$ cat src/rtl/exec_unit_pkg.sv
// package: opcodes, command carrier and constants of the execution unit
package exec_unit_pkg;

   localparam int DATA_W = 8;
   localparam int PC_W   = 12;

   // opcode of one issued instruction
   typedef enum logic [4:0] {
      idle_op               = 5'h00,
      invert_in_memory      = 5'h01,
      invert_in_acc         = 5'h02,
      bcd_adjust            = 5'h03,
      minus_one_in_memory   = 5'h04,
      minus_one_in_acc      = 5'h05,
      plus_one_in_memory    = 5'h06,
      plus_one_in_acc       = 5'h07,
      sleep_enter           = 5'h08,
      jump_absolute         = 5'h09,
      copy_mem_to_acc       = 5'h0a,
      copy_imm_to_acc       = 5'h0b,
      copy_acc_to_mem       = 5'h0c,
      disjunction_mem_acc   = 5'h0d,
      disjunction_imm_acc   = 5'h0e,
      disjunction_in_memory = 5'h0f,
      sub_exit              = 5'h10,
      sub_exit_load         = 5'h11,
      irq_exit              = 5'h12,
      rotate_left_mem       = 5'h13,
      rotate_left_acc       = 5'h14,
      rotate_left_carry_mem = 5'h15,
      rotate_left_carry_acc = 5'h16,
      rotate_right_mem      = 5'h17,
      rotate_right_acc      = 5'h18,
      rotate_right_carry_mem = 5'h19,
      rotate_right_carry_acc = 5'h1a
   } opcode_type;

   // one issued instruction with its fetched operands
   typedef struct packed {
      opcode_type          op;
      logic [7:0]          mem_addr;
      logic [DATA_W-1:0]   mem_data;
      logic [DATA_W-1:0]   imm;
      logic [PC_W-1:0]     target;
   } cmd_type;

   // arithmetic flags
   typedef struct packed {
      logic zero;
      logic carry;
      logic half_carry;
   } flags_type;

   typedef enum logic [1:0] {
      st_run   = 2'b00,
      st_dummy = 2'b01,
      st_sleep = 2'b10
   } state_type;

   localparam logic [DATA_W-1:0] ACC_RESET      = 8'h00;
   localparam flags_type         FLAGS_RESET    = '0;
   localparam logic [PC_W-1:0]   PC_RESET       = 12'h000;
   localparam logic [PC_W-1:0]   PC_STEP        = 12'h001;
   localparam logic [PC_W-1:0]   IRQ_VECTOR     = 12'h004;
   localparam logic [DATA_W-1:0] ONE_BYTE       = 8'h01;
   localparam logic [3:0]        BCD_DIGIT_MAX  = 4'h9;
   localparam logic [DATA_W-1:0] BCD_FIX_NONE   = 8'h00;
   localparam logic [DATA_W-1:0] BCD_FIX_LOW    = 8'h06;
   localparam logic [DATA_W-1:0] BCD_FIX_HIGH   = 8'h60;
   localparam logic [DATA_W-1:0] BCD_FIX_BOTH   = 8'h66;
   localparam int                DUMMY_CYCLES   = 1;

endpackage : exec_unit_pkg

$ cat src/rtl/exec_unit.sv
// execution unit for invert, bcd adjust, step, sleep, jump, copy, or, returns and rotates
//
// Summary of operation
// RQ1: invert memory byte to memory or accumulator; only zero flag changes.
// RQ2: bcd adjust adds 6 to low nibble if above 9 or half carry.
// RQ3: bcd adjust adds 6 to high nibble if above 9 or carry; result to memory.
// RQ4: bcd adjust changes only carry, set when decimal sum exceeds 100; the code also sets it at exactly 100 (0xa0).
// RQ5: decrement memory byte to memory or accumulator; zero flag updated.
// RQ6: increment memory byte to memory or accumulator; zero flag updated.
// RQ7: sleep stops execution, gates clock, clears watchdog, sets sleep flag, clears expired flag.
// RQ8: jump loads target into program counter, takes two cycles, no flags.
// RQ9: copies between memory, immediate and accumulator change no flag.
// RQ10: idle op only advances the program counter.
// RQ11: or of accumulator with memory or immediate; only zero flag changes.
// RQ12: subroutine exit reloads pc from stack; load variant also sets accumulator.
// RQ13: interrupt exit reloads pc from stack and sets global interrupt enable.
// RQ14: interrupt pending at interrupt exit is serviced before the main program.
// RQ15: rotate left wraps bit 7 into bit 0; no flags change.
// RQ16: rotate left through carry: old carry to bit 0, bit 7 to carry.
// RQ17: rotate right wraps bit 0 into bit 7; no flags change.
// RQ18: rotate right through carry: old carry to bit 7, bit 0 to carry.
// RQ19: every instruction that loads the program counter takes two cycles.
// RQ20: unlisted flags hold; all other instructions take one cycle; the code holds ready_o low after sleep_enter until wake is seen.
`timescale 1ns/100ps

module exec_unit
   import exec_unit_pkg::*;
(
   // clock and reset
   input  wire logic              mclk_i,
   input  wire logic              rst_i,
   // instruction issue
   input  wire logic              cmd_valid_i,
   input  wire cmd_type           cmd_i,
   output logic                   ready_o,
   // return stack
   input  wire logic [PC_W-1:0]   stack_top_i,
   output logic                   stack_pop_o,
   output logic                   stack_push_o,
   output logic [PC_W-1:0]        stack_push_addr_o,
   // interrupt and wake
   input  wire logic              irq_pending_i,
   input  wire logic              wake_i,
   output logic                   irq_take_o,
   output logic                   global_irq_enable_o,
   // watchdog
   input  wire logic              dog_timeout_i,
   output logic                   watchdog_counter_clear_o,
   output logic                   dog_expired_flag_o,
   output logic                   sleep_entered_flag_o,
   output logic                   clk_gate_o,
   // data memory write
   output logic                   mem_we_o,
   output logic [7:0]             mem_addr_o,
   output logic [DATA_W-1:0]      mem_wdata_o,
   // architectural state
   output logic [DATA_W-1:0]      acc_o,
   output flags_type              flags_o,
   output logic [PC_W-1:0]        pc_o
);

   state_type          state;
   state_type          next_state;
   logic [DATA_W-1:0]  acc;
   flags_type          flags;
   logic [PC_W-1:0]    pc;
   logic [2:0]         wake_sync;
   logic               wake_seen;
   logic               take;

   // datapath results
   logic [DATA_W-1:0]  next_result;
   logic               next_to_acc;
   logic               next_to_mem;
   logic               next_zero_upd;
   logic               next_carry_upd;
   logic               next_carry;
   logic [DATA_W-1:0]  bcd_fix;
   logic [DATA_W:0]    bcd_sum;
   logic               fix_low;
   logic               fix_high;
   logic               pc_load;
   logic [PC_W-1:0]    next_pc;

   assign take = cmd_valid_i && (state == st_run);

   // wake pin: counted once second and third stage are both high
   always_ff @(posedge mclk_i) begin
      if (rst_i) begin
         wake_sync <= 3'b000;
      end else begin
         wake_sync <= {wake_sync[1:0], wake_i};
      end
   end

   assign wake_seen = wake_sync[1] && wake_sync[2];

   // bcd correction selection
   always_comb begin
      // RQ2 low nibble fix
      fix_low = (acc[3:0] > BCD_DIGIT_MAX) || flags.half_carry;
      // RQ3 high nibble fix
      fix_high = (acc[7:4] > BCD_DIGIT_MAX) || flags.carry;
      case ({fix_high, fix_low})
         2'b01:   bcd_fix = BCD_FIX_LOW;
         2'b10:   bcd_fix = BCD_FIX_HIGH;
         2'b11:   bcd_fix = BCD_FIX_BOTH;
         default: bcd_fix = BCD_FIX_NONE;
      endcase
      bcd_sum = {1'b0, acc} + {1'b0, bcd_fix};
   end

   // operation decode and result
   always_comb begin
      next_result    = cmd_i.mem_data;
      next_to_acc    = 1'b0;
      next_to_mem    = 1'b0;
      next_zero_upd  = 1'b0;
      next_carry_upd = 1'b0;
      next_carry     = flags.carry;
      case (cmd_i.op)
         // RQ1 invert memory byte
         invert_in_memory, invert_in_acc: begin
            next_result   = ~cmd_i.mem_data;
            next_to_mem   = (cmd_i.op == invert_in_memory);
            next_to_acc   = (cmd_i.op == invert_in_acc);
            next_zero_upd = 1'b1;
         end
         // RQ3 adjusted value to memory
         bcd_adjust: begin
            next_result    = bcd_sum[DATA_W-1:0];
            next_to_mem    = 1'b1;
            next_carry_upd = 1'b1;
            // RQ4 carry chains decimal sums
            next_carry     = flags.carry || fix_high || bcd_sum[DATA_W];
         end
         // RQ5 decrement
         minus_one_in_memory, minus_one_in_acc: begin
            next_result   = cmd_i.mem_data - ONE_BYTE;
            next_to_mem   = (cmd_i.op == minus_one_in_memory);
            next_to_acc   = (cmd_i.op == minus_one_in_acc);
            next_zero_upd = 1'b1;
         end
         // RQ6 increment
         plus_one_in_memory, plus_one_in_acc: begin
            next_result   = cmd_i.mem_data + ONE_BYTE;
            next_to_mem   = (cmd_i.op == plus_one_in_memory);
            next_to_acc   = (cmd_i.op == plus_one_in_acc);
            next_zero_upd = 1'b1;
         end
         // RQ9 flagless copies
         copy_mem_to_acc: begin
            next_to_acc = 1'b1;
         end
         copy_imm_to_acc: begin
            next_result = cmd_i.imm;
            next_to_acc = 1'b1;
         end
         copy_acc_to_mem: begin
            next_result = acc;
            next_to_mem = 1'b1;
         end
         // RQ11 bitwise or
         disjunction_mem_acc: begin
            next_result   = acc | cmd_i.mem_data;
            next_to_acc   = 1'b1;
            next_zero_upd = 1'b1;
         end
         disjunction_imm_acc: begin
            next_result   = acc | cmd_i.imm;
            next_to_acc   = 1'b1;
            next_zero_upd = 1'b1;
         end
         disjunction_in_memory: begin
            next_result   = acc | cmd_i.mem_data;
            next_to_mem   = 1'b1;
            next_zero_upd = 1'b1;
         end
         // RQ12 load variant sets accumulator
         sub_exit_load: begin
            next_result = cmd_i.imm;
            next_to_acc = 1'b1;
         end
         // RQ15 plain rotate left
         rotate_left_mem, rotate_left_acc: begin
            next_result = {cmd_i.mem_data[6:0], cmd_i.mem_data[7]};
            next_to_mem = (cmd_i.op == rotate_left_mem);
            next_to_acc = (cmd_i.op == rotate_left_acc);
         end
         // RQ16 rotate left through carry
         rotate_left_carry_mem, rotate_left_carry_acc: begin
            next_result    = {cmd_i.mem_data[6:0], flags.carry};
            next_to_mem    = (cmd_i.op == rotate_left_carry_mem);
            next_to_acc    = (cmd_i.op == rotate_left_carry_acc);
            next_carry_upd = 1'b1;
            next_carry     = cmd_i.mem_data[7];
         end
         // RQ17 plain rotate right
         rotate_right_mem, rotate_right_acc: begin
            next_result = {cmd_i.mem_data[0], cmd_i.mem_data[7:1]};
            next_to_mem = (cmd_i.op == rotate_right_mem);
            next_to_acc = (cmd_i.op == rotate_right_acc);
         end
         // RQ18 rotate right through carry
         rotate_right_carry_mem, rotate_right_carry_acc: begin
            next_result    = {flags.carry, cmd_i.mem_data[7:1]};
            next_to_mem    = (cmd_i.op == rotate_right_carry_mem);
            next_to_acc    = (cmd_i.op == rotate_right_carry_acc);
            next_carry_upd = 1'b1;
            next_carry     = cmd_i.mem_data[0];
         end
         default: next_result = cmd_i.mem_data;
      endcase
   end

   // program counter source
   always_comb begin
      pc_load = 1'b1;
      case (cmd_i.op)
         // RQ8 jump target
         jump_absolute: next_pc = cmd_i.target;
         // RQ12 return address from stack
         sub_exit:      next_pc = stack_top_i;
         sub_exit_load: next_pc = stack_top_i;
         // RQ14 pending interrupt goes first
         irq_exit:      next_pc = irq_pending_i ? IRQ_VECTOR : stack_top_i;
         default: begin
            // RQ10 plain advance
            pc_load = 1'b0;
            next_pc = pc + PC_STEP;
         end
      endcase
   end

   // sequencing
   always_comb begin
      next_state = state;
      case (state)
         st_run: begin
            if (take && cmd_i.op == sleep_enter) begin
               next_state = st_sleep;
            // RQ19 dummy slot on pc load
            end else if (take && pc_load) begin
               next_state = st_dummy;
            end
         end
         // RQ20 single dummy cycle only
         st_dummy: next_state = st_run;
         st_sleep: begin
            if (wake_seen) begin
               next_state = st_run;
            end
         end
         default: next_state = st_run;
      endcase
   end

   always_ff @(posedge mclk_i) begin
      if (rst_i) begin
         state   <= st_run;
         ready_o <= 1'b1;
      end else begin
         state   <= next_state;
         ready_o <= (next_state == st_run);
      end
   end

   // accumulator and flags; unlisted flags hold
   always_ff @(posedge mclk_i) begin
      if (rst_i) begin
         acc   <= ACC_RESET;
         flags <= FLAGS_RESET;
      end else if (take) begin
         if (next_to_acc) begin
            acc <= next_result;
         end
         // RQ20 only listed flags change
         if (next_zero_upd) begin
            flags.zero <= (next_result == '0);
         end
         if (next_carry_upd) begin
            flags.carry <= next_carry;
         end
      end
   end

   always_ff @(posedge mclk_i) begin
      if (rst_i) begin
         pc <= PC_RESET;
      end else if (take) begin
         pc <= next_pc;
      end
   end

   // memory write port, one-cycle strobe
   always_ff @(posedge mclk_i) begin
      if (rst_i) begin
         mem_we_o    <= 1'b0;
         mem_addr_o  <= 8'h00;
         mem_wdata_o <= 8'h00;
      end else begin
         mem_we_o <= take && next_to_mem;
         if (take && next_to_mem) begin
            mem_addr_o  <= cmd_i.mem_addr;
            mem_wdata_o <= next_result;
         end
      end
   end

   // stack and interrupt handoff
   always_ff @(posedge mclk_i) begin
      if (rst_i) begin
         stack_pop_o         <= 1'b0;
         stack_push_o        <= 1'b0;
         stack_push_addr_o   <= PC_RESET;
         irq_take_o          <= 1'b0;
         global_irq_enable_o <= 1'b0;
      end else begin
         stack_pop_o  <= take && (cmd_i.op == sub_exit || cmd_i.op == sub_exit_load ||
                                  cmd_i.op == irq_exit);
         // RQ14 re-push return address for the pending routine
         stack_push_o <= take && cmd_i.op == irq_exit && irq_pending_i;
         irq_take_o   <= take && cmd_i.op == irq_exit && irq_pending_i;
         if (take && cmd_i.op == irq_exit) begin
            stack_push_addr_o <= stack_top_i;
            // RQ13 enable set; written clear instead when a pending routine is entered
            global_irq_enable_o <= !irq_pending_i;
         end
      end
   end

   // sleep entry and watchdog status
   always_ff @(posedge mclk_i) begin
      if (rst_i) begin
         watchdog_counter_clear_o <= 1'b0;
         sleep_entered_flag_o     <= 1'b0;
         dog_expired_flag_o       <= 1'b0;
         clk_gate_o               <= 1'b0;
      end else begin
         watchdog_counter_clear_o <= take && cmd_i.op == sleep_enter;
         // RQ7 flags, clock gate and watchdog clear
         if (take && cmd_i.op == sleep_enter) begin
            sleep_entered_flag_o <= 1'b1;
            clk_gate_o           <= 1'b1;
         end else if (state == st_sleep && wake_seen) begin
            clk_gate_o <= 1'b0;
         end
         // timeout set wins over the sleep clear
         if (dog_timeout_i) begin
            dog_expired_flag_o <= 1'b1;
         end else if (take && cmd_i.op == sleep_enter) begin
            dog_expired_flag_o <= 1'b0;
         end
      end
   end

   assign acc_o   = acc;
   assign flags_o = flags;
   assign pc_o    = pc;

endmodule // exec_unit

$ cat config.mk
export PLATFORM = sky130hd
export DESIGN_NAME = exec_unit
export DESIGN_NICKNAME = d
export VERILOG_FILES = /design/src/rtl/exec_unit_pkg.sv /design/src/rtl/exec_unit.sv
export SDC_FILE = /design/constraint.sdc
export NUM_CORES = 1
export LEC_CHECK = 0
export BUFFER_PORTS_ARGS = -buffer_cell sky130_fd_sc_hd__buf_2
export CAP_MARGIN = 20
export CORE_MARGIN = 8
export CORE_UTILIZATION = 54
export CTS_BUF_LIST = sky130_fd_sc_hd__clkbuf_8
export DETAILED_ROUTE_END_ITERATION = 12
export GPL_ROUTABILITY_DRIVEN = 0
export PLACE_DENSITY_LB_ADDON = 0.05
export SLEW_MARGIN = 20
export SYNTH_ARGS = -nofsm -noshare
export SYNTH_HDL_FRONTEND = slang
export SYNTH_SLANG_ARGS = --single-unit
$ cat constraint.sdc
create_clock -name mclk_i -period 4 [get_ports mclk_i]
set_clock_uncertainty 0.2 [all_clocks]
set_input_delay 1.2 -clock mclk_i [delete_from_list [all_inputs] [get_ports mclk_i]]
set_output_delay 1.2 -clock mclk_i [all_outputs]
set_load 0.1 [all_outputs]
==> run_results.csv <==
group,metric,value,unit
finish,antennaDiodeCount,0,
routing,drc,0,
critical_path,cp.arrival,3530,ps
timing,timing_hold_violations_final,0,
logic_synthesis,syn_area,4070,um2
timing,setup_tns,0,ps
critical_path,critical-path-top-delay-family,"simple AND/OR/NAND/NOR gates",
finish,syn_to_final_growth,19.9,%
logic_synthesis,yosys.area.top_type,"dfxtp_1",
floorplanning,die_w,103,um
global_route,grt_pass1_vias,4028,
clock_network,path_clk_slew,80,ps
logic_synthesis,ys_seq_area_frac,0.315,
timing,setup_viol_count_final,0,
clock_network,htree_levels,3,
worst_hold_path,hold_path_class,"flip-flop to flip-flop",
floorplanning,initial_utilization,0.558,
logic_synthesis,ys_ff_latch,64,
power,power_density,397,nW/um2
routing,wl_per_cell,17.9,um
logic_synthesis,synth_area_per_cell,7.94,um2
timing,timing.final.crit_share,0.865,
power,leakage,2.03,nW
routing,ant_nets,0,
floorplanning,core_area,7290,um2
logic_synthesis,synthTopCellsByArea,"dfxtp_1 (32%), nor2_1 (5.2%), a21oi_1 (5.0%)",
timing,tightest_slew,844,ps
clock_network,clock-sinks,64,
timing,finalCriticalPeriod,3460,ps
clock_network,clockBufferDepth,2,
floorplanning,fp.dieH,103,um
clock_network,hold_buffers,0,
critical_path,crit_buf_inv,1,
placement,io_buffers,118,
critical_path,worstPathMaxFanout,6,
timing,slew-limit-headroom,0.437,
clock_network,cts_root_buffer,"clkbuf_8",
global_route,grt_max_degree,59,
global_route,grt_overflow,0,
critical_path,crit_path_frequent_cell,"xnor2_1",
routing,vias,4352,
logic_synthesis,ys_warn_count,0,
clock_network,cts_setup_buffers,0,
timing,clock.fmax,289,MHz
clock_network,numCtsBuffers,9,
routing,finalWirelength,12700,um
logic_synthesis,synth.most_common_cell,"dfxtp_1",
routing,drt_pre_antenna_iters,6,
global_route,antenna_found_initial,0,
placement,hpwlAfterDp,9340,um
status,status,"complete, no violations",
finish,finalCoreUtilization,0.668,
clock_network,cts_tree,"yes",
logic_synthesis,async_flop_share,0,
placement,placed_cell_area,4630,um2
global_route,track_usage,0.237,
logic_synthesis,ys_types,74,
clock_network,cts.repair.resized,0,
floorplanning,dieArea,10600,um2
logic_synthesis,synthCells,512,
flow_run,maxCapViolations,0,
logic_synthesis,syn_nets,577,
clock_network,clk_latency,340,ps
critical_path,worstPathCellList,"buf_2 -> and4bb_2 -> xnor2_1 -> ha_1 -> or4_4 -> mux2i_1 -> xnor2_1 -> nor3_2 -> a2111oi_4 -> nand4_1 -> o21ai_1",
routing,viasPerCell,6.11,
logic_synthesis,synthFlopType,"dfxtp_1",
logic_synthesis,synth_edf_count,0,
finish,num-nets-final,673,
timing,rsz0062_at_grt,"no",
timing,fin_hold_ws,246,ps
global_route,grt_pass1_wl,20000,um
routing,drtIter0Drc,452,
critical_path,required,4070,ps
critical_path,start_kind,"input port",
floorplanning,ioPinCount,120,
critical_path,cpPeakStageDelay,440,ps
logic_synthesis,synth_common_cells,"dfxtp_1 (64), nor2_1 (56), nand2_1 (45)",
finish,layout-drive-gt1-share,0.272,
power,peakVddDrop,0.233,mV
timing,slew_violations,0,
critical_path,end_kind,"flip-flop",
logic_synthesis,netlist.area_leader.share,0.315,
floorplanning,rows,31,
finish,finish.instance_area,4870,um2
critical_path,crit_slowest_cell,"or4_4",
critical_path,path_class,"input port to flip-flop",
[placed cells by master (no fill, tap or decap), types with 12 or more instances in the layout]
master,instances
a21oi_1,41
a211oi_1,21
nor2_1,56
buf_2,118
buf_4,12
dfxtp_1,64
o21ai_0,32
nand2_1,45
nand3_1,16
[layer usage]
| metal | vias up | GRT usage | wire length (um) |
|---|---|---|---|
| met2 | 234 | 0.367 | 5840 |
| met3 | 27 | 0.0655 | 1300 |
| met4 | 0 | 0.0790 | 207 |
| li1 | 2094 | - | - |
| met1 | 1997 | 0.309 | 5380 |
| met5 | - | 0 | 0 |
[stage by stage]
step	std cells	worst slack, ps	power [mW]
after detailed placement	696	209	1.23
final	712	540	1.93
after global placement	696	276	1.23
after CTS	712	567	1.94
after floorplan	512	398	1.12
after global routing	712	421	2.01
[sequential cells by signal, indices dropped and copies added (netlist names), 2 cells and up]
name,cells
acc_o,8
flags_o,2
mem_addr_o,8
mem_wdata_o,8
pc_o,12
stack_push_addr_o,12
state,2
wake_sync,3
[cells by family after synthesis]
kind of cell | count (synthesis) | synth area share
mux | 13 | 0.0332
buf+inv | 52 | 0.0668
xor+xnor | 9 | 0.0194
compound gates | 165 | 0.282
simple gates | 202 | 0.264
flops | 64 | 0.315
other cells | 1 | 0.000922
fa+ha+maj | 6 | 0.0185
[report_power, final]
group | switching, mW | total [mW] | leakage [nW] | internal (mW)
clock network | 0.285 | 0.707 | 0.125 | 0.422
logic | 0.394 | 0.530 | 1.39 | 0.136
registers | 0.0299 | 0.696 | 0.522 | 0.666
[path summary, 6_finish.rpt]
check                                              from                       to  slack (ps)  cells after the start
worst max-delay path                          cmd_i[39]  flags_o[2]$_SDFFE_PP0P_         540                     11
worst min-delay path            wake_sync[0]$_SDFF_PP0_  wake_sync[1]$_SDFF_PP0_         250                      1
worst max register to register    acc_o[3]$_SDFFE_PP0P_  flags_o[2]$_SDFFE_PP0P_        1160                     10
worst min register to register  wake_sync[0]$_SDFF_PP0_  wake_sync[1]$_SDFF_PP0_         250                      1
[final cells by class]
class | count | area, um2
multi-input combinational | 396 | 2510
fill | 692 | 2420
clock buffer | 9 | 124
clock inverter | 7 | 125
timing repair buffer | 130 | 681
inverter | 7 | 26.3
sequential | 64 | 1280
tap | 99 | 124
No activity file was read; power rests on OpenSTA's default activity.
